## src/core/urfbd_pkg.sv

```systemverilog
package urfbd_pkg;

  // ----------------------------------------------------------------
  // Register offsets (byte addresses)
  // ----------------------------------------------------------------
  localparam logic [6:0] OFS_RX_DATA = 7'h00;
  localparam logic [6:0] OFS_FLAGS = 7'h18;
  localparam logic [6:0] OFS_LINE_FMT = 7'h1C;
  localparam logic [6:0] OFS_DIV_WHOLE = 7'h24;
  localparam logic [6:0] OFS_DIV_FRAC = 7'h28;
  localparam logic [6:0] OFS_CTRL = 7'h30;
  localparam logic [6:0] OFS_IRQ_STAT = 7'h38;
  localparam logic [6:0] OFS_IRQ_EN = 7'h3C;
  localparam logic [6:0] OFS_IRQ_CLR = 7'h40;

  // ----------------------------------------------------------------
  // Field positions
  // ----------------------------------------------------------------
  localparam int POS_PARITY_ON = 1;
  localparam int POS_EVEN_PICK = 2;
  localparam int POS_DOUBLE_STOP = 3;
  localparam int POS_QUEUE_ON = 4;
  localparam int POS_LEN_LO = 5;
  localparam int POS_FIXED_PARITY = 7;
  localparam int POS_OVERSAMPLE = 0;
  localparam int POS_FLAG_EMPTY = 4;
  localparam int POS_FLAG_FULL = 6;
  localparam int POS_DATA_FRAME = 8;
  localparam int POS_DATA_PARITY = 9;
  localparam int POS_IRQ_CHAR = 0;
  localparam int POS_IRQ_PARITY = 1;
  localparam int POS_IRQ_FRAME = 2;
  localparam int POS_IRQ_OVERRUN = 3;

  // ----------------------------------------------------------------
  // Reset values
  // ----------------------------------------------------------------
  localparam logic [7:0] RST_LINE_FMT = 8'h00;
  localparam logic [15:0] RST_DIV_WHOLE = 16'h0000;
  localparam logic [5:0] RST_DIV_FRAC = 6'h00;
  localparam logic [0:0] RST_CTRL = 1'h0;
  localparam logic [3:0] RST_IRQ_EN = 4'h0;

  // ----------------------------------------------------------------
  // Timing counts in oversample ticks and data bits
  // ----------------------------------------------------------------
  localparam logic [3:0] OVS16_LAST = 4'hF;
  localparam logic [3:0] OVS8_LAST = 4'h7;
  localparam logic [3:0] OVS16_HALF = 4'h7;
  localparam logic [3:0] OVS8_HALF = 4'h3;
  localparam logic [2:0] LEN_BASE_LAST = 3'h4;

  // ----------------------------------------------------------------
  // Receive queue
  // ----------------------------------------------------------------
  localparam int QUEUE_DEPTH = 16;
  localparam logic [4:0] QUEUE_CAP_ON = 5'h10;
  localparam logic [4:0] QUEUE_CAP_OFF = 5'h01;

  typedef enum logic [5:0] {
    ST_IDLE = 6'h01,
    ST_START = 6'h02,
    ST_DATA = 6'h04,
    ST_PARITY = 6'h08,
    ST_STOP1 = 6'h10,
    ST_STOP2 = 6'h20
  } urfbd_state_t;

endpackage

```

## src/core/urfbd_top.sv

```systemverilog
// Local design decision: the Avalon-MM interface to the registers.
`timescale 1ns/1ps
module urfbd_top (
  input wire logic clk_i,
  input wire logic rst_n_i,
  input wire logic [6:0] avs_address_i,
  input wire logic avs_read_i,
  input wire logic avs_write_i,
  input wire logic [31:0] avs_writedata_i,
  input wire logic [3:0] avs_byteenable_i,
  output logic [31:0] avs_readdata_o,
  output logic avs_waitrequest_o,
  input wire logic rx_i,
  output logic irq_o
);

  // ----------------------------------------------------------------
  // Helpers
  // ----------------------------------------------------------------
  function automatic logic [31:0] merge_bytes(input logic [31:0] old_v,
                                              input logic [31:0] new_v,
                                              input logic [3:0] be);
    logic [31:0] res;
    res = old_v;
    for (int i = 0; i < 4; i++) begin
      if (be[i]) begin
        res[i*8 +: 8] = new_v[i*8 +: 8];
      end
    end
    return res;
  endfunction

  // ----------------------------------------------------------------
  // Declarations
  // ----------------------------------------------------------------
  logic wait_q;
  logic go;
  logic wr_go;
  logic rd_go;
  logic [31:0] rdata_d;
  logic [7:0] line_q;
  logic [15:0] div_whole_q;
  logic [5:0] div_frac_q;
  logic [0:0] ctrl_q;
  logic [3:0] irq_stat_q;
  logic [3:0] irq_en_q;
  logic [3:0] irq_ev;
  logic [3:0] irq_clr;
  logic [15:0] div_act_q;
  logic [5:0] frac_act_q;
  logic ovs_act_q;
  logic [15:0] base_cnt_q;
  logic [5:0] frac_acc_q;
  logic carry_q;
  logic [16:0] period;
  logic tick;
  logic sync1_q;
  logic sync2_q;
  logic sync3_q;
  logic rx_q;
  urfbd_pkg::urfbd_state_t state_q;
  logic [3:0] samp_q;
  logic [2:0] bit_q;
  logic [7:0] shift_q;
  logic par_acc_q;
  logic par_err_q;
  logic frame_err_q;
  logic [3:0] samp_last;
  logic [3:0] samp_half;
  logic [2:0] bit_last;
  logic mid;
  logic par_bad;
  logic done;
  logic [9:0] mem_q [urfbd_pkg::QUEUE_DEPTH];
  logic [4:0] wp_q;
  logic [4:0] rp_q;
  logic [4:0] count;
  logic [4:0] cap;
  logic q_full;
  logic q_empty;
  logic push;
  logic pop;
  logic [7:0] data_al;

  // ----------------------------------------------------------------
  // Avalon slave: one wait cycle, answer in the second
  // ----------------------------------------------------------------
  // The request is acted on at the edge it is first seen; waitrequest then
  // drops for one cycle so the master completes without a second action.
  assign go = wait_q && (avs_read_i || avs_write_i);
  assign wr_go = go && avs_write_i;
  assign rd_go = go && avs_read_i;

  always_ff @(posedge clk_i or negedge rst_n_i) begin
    if (!rst_n_i) begin
      wait_q <= 1'b1;
    end else begin
      wait_q <= !go;
    end
  end

  always_comb begin
    rdata_d = 32'h0000_0000;
    if (avs_address_i == urfbd_pkg::OFS_RX_DATA) begin
      rdata_d[9:0] = q_empty ? 10'h000 : mem_q[rp_q[3:0]];
    end else if (avs_address_i == urfbd_pkg::OFS_FLAGS) begin
      rdata_d[urfbd_pkg::POS_FLAG_EMPTY] = q_empty;
      rdata_d[urfbd_pkg::POS_FLAG_FULL] = q_full;
    end else if (avs_address_i == urfbd_pkg::OFS_LINE_FMT) begin
      rdata_d[7:1] = line_q[7:1];
    end else if (avs_address_i == urfbd_pkg::OFS_DIV_WHOLE) begin
      rdata_d[15:0] = div_whole_q;
    end else if (avs_address_i == urfbd_pkg::OFS_DIV_FRAC) begin
      rdata_d[5:0] = div_frac_q;
    end else if (avs_address_i == urfbd_pkg::OFS_CTRL) begin
      rdata_d[0:0] = ctrl_q;
    end else if (avs_address_i == urfbd_pkg::OFS_IRQ_STAT) begin
      rdata_d[3:0] = irq_stat_q;
    end else if (avs_address_i == urfbd_pkg::OFS_IRQ_EN) begin
      rdata_d[3:0] = irq_en_q;
    end else begin
      rdata_d = 32'h0000_0000;
    end
  end

  always_ff @(posedge clk_i or negedge rst_n_i) begin
    if (!rst_n_i) begin
      avs_readdata_o <= 32'h0000_0000;
    end else if (rd_go) begin
      avs_readdata_o <= rdata_d;
    end
  end

  assign avs_waitrequest_o = wait_q;

  // ----------------------------------------------------------------
  // Configuration registers
  // ----------------------------------------------------------------
  always_ff @(posedge clk_i or negedge rst_n_i) begin
    if (!rst_n_i) begin
      line_q <= urfbd_pkg::RST_LINE_FMT;
      div_whole_q <= urfbd_pkg::RST_DIV_WHOLE;
      div_frac_q <= urfbd_pkg::RST_DIV_FRAC;
      ctrl_q <= urfbd_pkg::RST_CTRL;
      irq_en_q <= urfbd_pkg::RST_IRQ_EN;
    end else if (wr_go) begin
      if (avs_address_i == urfbd_pkg::OFS_LINE_FMT) begin
        line_q <= 8'(merge_bytes({24'h000000, line_q}, avs_writedata_i,
                                 avs_byteenable_i) & 32'h0000_00FE);
      end else if (avs_address_i == urfbd_pkg::OFS_DIV_WHOLE) begin
        div_whole_q <= 16'(merge_bytes({16'h0000, div_whole_q}, avs_writedata_i,
                                       avs_byteenable_i));
      end else if (avs_address_i == urfbd_pkg::OFS_DIV_FRAC) begin
        div_frac_q <= 6'(merge_bytes({26'h0, div_frac_q}, avs_writedata_i,
                                     avs_byteenable_i));
      end else if (avs_address_i == urfbd_pkg::OFS_CTRL) begin
        ctrl_q <= 1'(merge_bytes({31'h0, ctrl_q}, avs_writedata_i,
                                 avs_byteenable_i));
      end else if (avs_address_i == urfbd_pkg::OFS_IRQ_EN) begin
        irq_en_q <= 4'(merge_bytes({28'h0, irq_en_q}, avs_writedata_i,
                                   avs_byteenable_i));
      end
    end
  end

  // ----------------------------------------------------------------
  // Interrupts
  // ----------------------------------------------------------------
  assign irq_clr = (wr_go && avs_address_i == urfbd_pkg::OFS_IRQ_CLR &&
                    avs_byteenable_i[0]) ? avs_writedata_i[3:0] : 4'h0;

  always_comb begin
    irq_ev = 4'h0;
    irq_ev[urfbd_pkg::POS_IRQ_CHAR] = push && !q_full;
    irq_ev[urfbd_pkg::POS_IRQ_PARITY] = push && par_err_q;
    irq_ev[urfbd_pkg::POS_IRQ_FRAME] = push && (frame_err_q || !rx_q);
    irq_ev[urfbd_pkg::POS_IRQ_OVERRUN] = push && q_full;
  end

  // A new event in the clearing cycle survives the clear.
  always_ff @(posedge clk_i or negedge rst_n_i) begin
    if (!rst_n_i) begin
      irq_stat_q <= 4'h0;
      irq_o <= 1'b0;
    end else begin
      irq_stat_q <= (irq_stat_q & ~irq_clr) | irq_ev;
      irq_o <= |(((irq_stat_q & ~irq_clr) | irq_ev) & irq_en_q);
    end
  end

  // ----------------------------------------------------------------
  // Baud generator
  // ----------------------------------------------------------------
  // Software writes the divisor as clock / (oversampling * baud rate).
  // The active copy only follows the registers while no character is in
  // flight, so a rewrite never stretches or cuts a bit half way.
  always_ff @(posedge clk_i or negedge rst_n_i) begin
    if (!rst_n_i) begin
      div_act_q <= urfbd_pkg::RST_DIV_WHOLE;
      frac_act_q <= urfbd_pkg::RST_DIV_FRAC;
      ovs_act_q <= 1'b0;
    end else if (state_q == urfbd_pkg::ST_IDLE) begin
      div_act_q <= div_whole_q;
      frac_act_q <= div_frac_q;
      ovs_act_q <= ctrl_q[urfbd_pkg::POS_OVERSAMPLE];
    end
  end

  // Each tick period is the whole divisor, stretched by one cycle whenever
  // the accumulated fraction in sixty-fourths overflows.
  assign period = {1'b0, div_act_q} + {16'h0000, carry_q};
  assign tick = (div_act_q != 16'h0000) &&
                ({1'b0, base_cnt_q} + 17'h00001 >= period);

  always_ff @(posedge clk_i or negedge rst_n_i) begin
    if (!rst_n_i) begin
      base_cnt_q <= 16'h0000;
      frac_acc_q <= 6'h00;
      carry_q <= 1'b0;
    end else if (div_act_q == 16'h0000) begin
      base_cnt_q <= 16'h0000;
      frac_acc_q <= 6'h00;
      carry_q <= 1'b0;
    end else if (tick) begin
      base_cnt_q <= 16'h0000;
      {carry_q, frac_acc_q} <= {1'b0, frac_acc_q} + {1'b0, frac_act_q};
    end else begin
      base_cnt_q <= base_cnt_q + 16'h0001;
    end
  end

  // ----------------------------------------------------------------
  // Receive line synchroniser
  // ----------------------------------------------------------------
  always_ff @(posedge clk_i or negedge rst_n_i) begin
    if (!rst_n_i) begin
      sync1_q <= 1'b1;
      sync2_q <= 1'b1;
      sync3_q <= 1'b1;
      rx_q <= 1'b1;
    end else begin
      sync1_q <= rx_i;
      sync2_q <= sync1_q;
      sync3_q <= sync2_q;
      if (sync2_q == sync3_q) begin
        rx_q <= sync3_q;
      end
    end
  end

  // ----------------------------------------------------------------
  // Frame receiver
  // ----------------------------------------------------------------
  assign samp_last = ovs_act_q ? urfbd_pkg::OVS8_LAST : urfbd_pkg::OVS16_LAST;
  assign samp_half = ovs_act_q ? urfbd_pkg::OVS8_HALF : urfbd_pkg::OVS16_HALF;
  assign bit_last = urfbd_pkg::LEN_BASE_LAST +
                    {1'b0, line_q[urfbd_pkg::POS_LEN_LO +: 2]};
  assign mid = tick && (samp_q == samp_last);

  // Fixed parity compares the bit itself; otherwise the ones count of data
  // plus parity must be even or odd as picked.
  assign par_bad = (line_q[urfbd_pkg::POS_FIXED_PARITY] ? rx_q : (par_acc_q ^ rx_q))
                   != !line_q[urfbd_pkg::POS_EVEN_PICK];

  assign done = mid && ((state_q == urfbd_pkg::ST_STOP1 &&
                         !line_q[urfbd_pkg::POS_DOUBLE_STOP]) ||
                        state_q == urfbd_pkg::ST_STOP2);
  assign push = done;

  always_ff @(posedge clk_i or negedge rst_n_i) begin
    if (!rst_n_i) begin
      state_q <= urfbd_pkg::ST_IDLE;
      samp_q <= 4'h0;
      bit_q <= 3'h0;
      shift_q <= 8'h00;
      par_acc_q <= 1'b0;
      par_err_q <= 1'b0;
      frame_err_q <= 1'b0;
    end else begin
      if (tick) begin
        samp_q <= (samp_q == samp_last) ? 4'h0 : samp_q + 4'h1;
      end
      case (state_q)
        urfbd_pkg::ST_IDLE: begin
          samp_q <= 4'h0;
          if (!rx_q && div_act_q != 16'h0000) begin
            state_q <= urfbd_pkg::ST_START;
          end
        end
        urfbd_pkg::ST_START: begin
          if (tick && samp_q == samp_half) begin
            samp_q <= 4'h0;
            bit_q <= 3'h0;
            par_acc_q <= 1'b0;
            par_err_q <= 1'b0;
            frame_err_q <= 1'b0;
            state_q <= rx_q ? urfbd_pkg::ST_IDLE : urfbd_pkg::ST_DATA;
          end
        end
        urfbd_pkg::ST_DATA: begin
          if (mid) begin
            shift_q <= {rx_q, shift_q[7:1]};
            par_acc_q <= par_acc_q ^ rx_q;
            bit_q <= bit_q + 3'h1;
            if (bit_q == bit_last) begin
              state_q <= line_q[urfbd_pkg::POS_PARITY_ON] ? urfbd_pkg::ST_PARITY
                                                         : urfbd_pkg::ST_STOP1;
            end
          end
        end
        urfbd_pkg::ST_PARITY: begin
          if (mid) begin
            par_err_q <= par_bad;
            state_q <= urfbd_pkg::ST_STOP1;
          end
        end
        urfbd_pkg::ST_STOP1: begin
          if (mid) begin
            frame_err_q <= !rx_q;
            state_q <= line_q[urfbd_pkg::POS_DOUBLE_STOP] ? urfbd_pkg::ST_STOP2
                                                         : urfbd_pkg::ST_IDLE;
          end
        end
        urfbd_pkg::ST_STOP2: begin
          if (mid) begin
            frame_err_q <= frame_err_q || !rx_q;
            state_q <= urfbd_pkg::ST_IDLE;
          end
        end
        default: begin
          state_q <= urfbd_pkg::ST_IDLE;
        end
      endcase
    end
  end

  // ----------------------------------------------------------------
  // Receive queue or holding register
  // ----------------------------------------------------------------
  // Character mode uses the same storage with a capacity of one, so a
  // second character before the read is an overrun and is dropped.
  assign count = wp_q - rp_q;
  assign cap = line_q[urfbd_pkg::POS_QUEUE_ON] ? urfbd_pkg::QUEUE_CAP_ON
                                              : urfbd_pkg::QUEUE_CAP_OFF;
  assign q_full = count >= cap;
  assign q_empty = (count == 5'h00);
  assign pop = rd_go && (avs_address_i == urfbd_pkg::OFS_RX_DATA) && !q_empty;
  assign data_al = shift_q >> (2'h3 - line_q[urfbd_pkg::POS_LEN_LO +: 2]);

  always_ff @(posedge clk_i) begin
    if (push && !q_full) begin
      mem_q[wp_q[3:0]] <= {par_err_q, frame_err_q || !rx_q, data_al};
    end
  end

  always_ff @(posedge clk_i or negedge rst_n_i) begin
    if (!rst_n_i) begin
      wp_q <= 5'h00;
      rp_q <= 5'h00;
    end else begin
      if (push && !q_full) begin
        wp_q <= wp_q + 5'h01;
      end
      if (pop) begin
        rp_q <= rp_q + 5'h01;
      end
    end
  end

endmodule

```

## config.mk

```make
export PLATFORM = sky130hd
export DESIGN_NAME = urfbd_top
export DESIGN_NICKNAME = d
export VERILOG_FILES = /design/src/core/urfbd_pkg.sv /design/src/core/urfbd_top.sv
export SDC_FILE = /design/constraint.sdc
export NUM_CORES = 1
export LEC_CHECK = 0
export BUFFER_PORTS_ARGS = -buffer_cell sky130_fd_sc_hd__buf_2
export CELL_PAD_IN_SITES_DETAIL_PLACEMENT = 0
export CELL_PAD_IN_SITES_GLOBAL_PLACEMENT = 2
export CORE_MARGIN = 2
export CORE_UTILIZATION = 30
export CTS_BUF_LIST = sky130_fd_sc_hd__clkbuf_16
export DETAILED_ROUTE_END_ITERATION = 10
export PLACE_DENSITY = 0.61
export SYNTH_ARGS = -nofsm -noshare
export SYNTH_HDL_FRONTEND = slang
export SYNTH_SLANG_ARGS = --single-unit
```

## constraint.sdc

```tcl
create_clock -name clk_i -period 3.8 [get_ports clk_i]
set_input_delay 0.19 -clock clk_i [delete_from_list [all_inputs] [get_ports clk_i]]
set_output_delay 0.19 -clock clk_i [all_outputs]
set_load 0.02 [all_outputs]
```

Word-level counts from Yosys, hierarchy flattened:

Memory sizes are Yosys's and may differ from the RTL's.
Index checks and enable logic that the tools add are counted.
W data, S select, Z words.

* register bits after elaboration: 156
* RAM bits: 160
* input port bits: 48
* output and inout port bits: 34
* memories kept: 1

* add/sub/neg operators: 11
* order comparisons: 2
* eq/ne operators: 26
* shift operators: 1
* muxes and demuxes: 73
* bitwise operators: 9
* reduce and logical (&&, ||, !) cells: 46

Memories
* mem_q: depth 16, width 10, read ports 1, clocked after memory_dff 0, wr ports 1, RTL line urfbd_top.sv:74 `logic [9:0] mem_q [urfbd_pkg::QUEUE_DEPTH];`

Operators with widths (number)
* $mux W31: 5
* $mux W26: 5
* $mux W6: 11
* $mux W16: 4
* $mux W4: 14
* $pmux W6 S6: 1
* $eq A7 B6 Y1 const B: 5
* $mux W25: 1
* $mux W24: 1
* $mux W22: 1
* $mux W10: 2
* $add A16 B1 Y17: 1
* $add A16 B1 Y17 const B: 1
* $ge A17 B17 Y1: 1
* $logic_and A1 B1 Y1: 17
* $add A16 B1 Y16 const B: 1
* $logic_not A16 Y1: 1
* $reduce_bool A16 Y1: 1
* $mux W1: 15
* $mux W3: 5
* $eq A7 B5 Y1 const B: 2
* $reduce_and A7 Y1: 2
* $ne A2 B2 Y1 const B: 6
* $reduce_and A4 Y1: 3
* other kinds (44): 62

Depth between registers and ports, before layout:

* word-level depth: 24
* gate-level depth with buffers: 14
* gate-level depth less buffers: 13

Least setup slack after synthesis:

Ideal clock, no wire load.

* path kind: register to register
* from: reg rp_q[1]
* to: mem mem_q[11][0] (enable)
* setup time: 343 ps
* arrival time: 3485 ps
* data required time: 3457 ps
* setup slack: -28 ps
* cell stages (with the launch flop): 14
* path buffers: 3
* clock period less this slack: 3828 ps
* path through: dfrtp_1 -> clkbuf_1 -> clkbuf_1 -> inv_1 -> fa_1 -> a21o_1 -> a21oi_1 -> xnor2_1 -> ha_1 -> nor4b_1 -> a31oi_1 -> nor3_4 -> buf_6 -> and3_1

* cells in the longest elaborated chain, start to end: 6

RTL lines
* from (decl): RTL line urfbd_top.sv:76 `logic [4:0] rp_q;`
* from (signal assigned): RTL line urfbd_top.sv:365 `rp_q <= rp_q + 5'h01;`
* $sub A5 B5 Y5: RTL line urfbd_top.sv:342 `assign count = wp_q - rp_q;`
* $ge A5 B5 Y1: RTL line urfbd_top.sv:345 `assign q_full = count >= cap;`
* $logic_not A1 Y1: RTL line urfbd_top.sv:351 `if (push && !q_full) begin`
* $logic_and A1 B1 Y1: RTL line urfbd_top.sv:351
* $mux W1: RTL line urfbd_top.sv:351
* $mux W1 (implied by the code): RTL line urfbd_top.sv:352 `mem_q[wp_q[3:0]] <= {par_err_q, frame_err_q || !rx_q, data_al};`
* to (decl): RTL line urfbd_top.sv:74

Every way passes these cells.

Worst setup path in the final report:

* from: reg base_cnt_q[1]
* to: mem mem_q[9][9] (enable)

* cells in the longest elaborated chain, start to end: 8

RTL lines
* from (decl): RTL line urfbd_top.sv:52 `logic [15:0] base_cnt_q;`
* from (signal assigned): RTL line urfbd_top.sv:228 `base_cnt_q <= base_cnt_q + 16'h0001;`
* $add A16 B1 Y17: RTL line urfbd_top.sv:213 `({1'b0, base_cnt_q} + 17'h00001 >= period);`
* $ge A17 B17 Y1: RTL line urfbd_top.sv:213
* $logic_and A1 B1 Y1: RTL line urfbd_top.sv:212 `assign tick = (div_act_q != 16'h0000) &&`
* $logic_and A1 B1 Y1: RTL line urfbd_top.sv:258 `assign mid = tick && (samp_q == samp_last);`
* $logic_and A1 B1 Y1: RTL line urfbd_top.sv:265 `assign done = mid && ((state_q == urfbd_pkg::ST_STOP1 &&`
* $logic_and A1 B1 Y1: RTL line urfbd_top.sv:351
* $mux W1: RTL line urfbd_top.sv:351
* $mux W1 (implied by the code): RTL line urfbd_top.sv:352

Every way passes these cells.

==> results.ini <==
[clocking]
h-tree-depth = 2
cts_num_sinks = 300
cts_buffers = 35
path_clk_slew_ns = 0.06
cts_buffer_depth = 3
clock_latency_ns = 0.54
cts-root-buf = clkbuf_16
cts_tree = built

[global_routing]
grt_usage_pct = 14.5
grt_pass1_wl_um = 53300
first_global_vias = 8717
grt.overflow.total = 0
antenna_found_initial = 1
grt_max_degree = 99

[finish]
mostFrequentLayoutCells = edfxtp_1, dfrtp_1, nand2_1, mux4_2, mux2_2
nNetsFinal = 1241
final_common_cell = edfxtp_1
layout-drive-gt1-share_pct = 25.0
final_area_um2 = 16800
fill_cells = 4478
area_growth_pct = 19.3
n_antenna_cell = 0

[power]
total_power_mw = 8.30
power.density_nw_per_um2 = 495
power.leakage_nw = 6.51
ir_drop_uv = 305

[timing]
worst_slack_ns = 0.0808
grt_setup_unrepaired = yes
finalMaxSlewViolations = 0
hold_ws_ns = 0.0407
max_slew_margin_pct = 32.5
worstMarginPinSlew_ns = 0.993
period_share_pct = 97.9
hold_viol = 0
finalCriticalPeriod_ns = 3.72
max_freq_ghz = 0.269
setup_violations = 0
fin_worst_skew_ns = 0.0227

[placement]
gp_congestion = 0.779
portBuffers = 47
dp_hpwl_um = 24400
place_area_um2 = 15400
place_ws_ns = -0.00576

[job]
cap_violations = 0

[setup_path]
path_max_fanout = 18
crit_path_end_kind = flop
required_ns = 4.05
critical_path_class = flop to flop
r2r_setup_slack_ns = 0.08
arrival_ns = 3.97
cp-start-kind = flop

[drt]
wl_per_cell_um = 19.5
drtPass1Iterations = 4
via_count = 8568
drc = 0
vias_per_cell = 4.80
drt-total-wl_um = 34900
first_iter_violations = 488
detail-route-antenna-nets = 0

[synth]
ys.flop_type = edfxtp_1
synth-edff-count = 160
synth_area_per_cell_um2 = 13.5
yosysSeqAreaShare_pct = 59.2
synth_cell_types = 76
netlist_instances = 1038
ys_ff_latch = 300
synth_warnings = 0
async_flop_share_pct = 46.7
netlist_area_um2 = 14100

[die]
die_y_um = 220
io_pins = 82
dieArea_um2 = 48600
core_area_um2 = 46400
core.rowCount = 79
fp.dieW_um = 220
initial_core_util_pct = 30.3

[worst_hold_path]
hp-class = input port to flop

[status]
status = complete, no violations

[cell families (layout without fill, tap and decap cells)]
family | Yosys count | after routing | share of synthesized area [%]
buffers and inverters | 90 | 214 | 3.11
multiplexers | 109 | 109 | 12.6
adder cells (fa/ha/maj) | 42 | 42 | 3.83
AND/OR/NAND/NOR | 323 | 323 | 12.0
XOR/XNOR | 49 | 49 | 3.05
other | 1 | 16 | 0.0267
flip-flops | 300 | 300 | 59.2
AO/OA/AOI/OAI | 124 | 124 | 6.19
[worst max-delay path, stage by stage, from the launching register on]
cell and delay, ns:
dfrtp_1 0.36, ha_2 0.19, and3_1 0.17, and4_1 0.24
and4_1 0.24, nand3_1 0.10, xnor2_1 0.16, ha_1 0.33
nand4_1 0.20, nor2_2 0.23, a221oi_4 0.12, a31o_4 0.30
nor3_4 0.21, buf_12 0.17, and4b_2 0.27, buf_12 0.14
[final cells by class]
| cell class | count | area (um^2) | area share (%) |
|---|---|---|---|
| Clock buffer | 35 | 876 | 5.22 |
| Clock inverter | 27 | 196 | 1.17 |
| Inverter | 24 | 90.1 | 0.537 |
| Multi-Input combinational cell | 663 | 5420 | 32.3 |
| Sequential cell | 300 | 8320 | 49.6 |
| Tap cell | 607 | 759 | 4.53 |
| Timing Repair Buffer | 128 | 1100 | 6.59 |
[cells in the mapped netlist (all sizes together) (5+ instances only)]
library cell	number	area (um^2)
xor2	20	175
and4	7	65.1
nor2b	9	56.3
a31oi	14	87.6
edfxtp	160	4800
nand3	41	205
dfstp	6	158
nand4	9	62.6
clkbuf	30	113
a21oi	20	100
a22o	14	123
dfrtp	134	3350
o21bai	5	37.5
ha	39	488
mux4	50	1130
nor2	41	154
mux2i	11	110
nand2	122	458
and3	24	151
nor4	12	118
and2	20	125
nor3	13	76.3
buf	36	234
inv	24	90.1
o21ai	31	155
xnor2	29	254
mux2	48	541
[through the flow]
stage	util [%]	TNS [ns]	instances
floorplan	-	0	1053
global placement	33.3	0	1703
detailed placement	33.3	-0.0511	1703
CTS	36.0	0	1782
global route	36.2	-11.98	1784
finish	36.2	0	1784
[repair_timing]
| action | 4_1_cts | 5_1_grt |
|---|---|---|
| buffers inserted | 0 | 2 |
| cloned | 0 | 0 |
| hold buffers | 17 | 0 |
| resized for setup | 2 | 10 |
| setup endpoints to repair | 48 | 177 |
| hold endpoints to repair | 110 | 0 |
| pin swaps | 0 | 5 |
[final timing paths]
check,start,to,depth (start not counted)
max,base_cnt_q[1],mem_q[9][9],15
min,avs_writedata_i[0],div_whole_q[0],2
max reg2reg,base_cnt_q[1],mem_q[9][9],15
min reg2reg,sync1_q,sync2_q,0
max in group asynchronous,rst_n_i,avs_waitrequest_o,3
min in group asynchronous,rst_n_i,samp_q[0],2
[power by group]
group          leakage [nW]  switching, mW  internal, mW  total [mW]
logic                  2.74          0.953         0.532        1.48
clock network         0.561           1.34          1.82        3.16
registers              3.21          0.129          3.53        3.65
[layer usage]
| metal | up-vias | global-route usage [%] | part of all wire [%] |
|---|---|---|---|
| met4 | 0 | 3.53 | 1.9 |
| li1 | 4101 | - | - |
| met2 | 100 | 23.6 | 47 |
| met1 | 4324 | 20.4 | 48 |
| met5 | - | 0 | 0 |
| met3 | 43 | 2.25 | 3.0 |
[flip-flops by register name (all words and copies together) (netlist names), 7 cells and up]
signal / count
base_cnt_q: 16
avs_readdata_o: 16
mem_q: 160
div_act_q: 16
div_whole_q: 16
shift_q: 8
line_q: 7
Note: power is estimated with default switching activity, not from simulation.
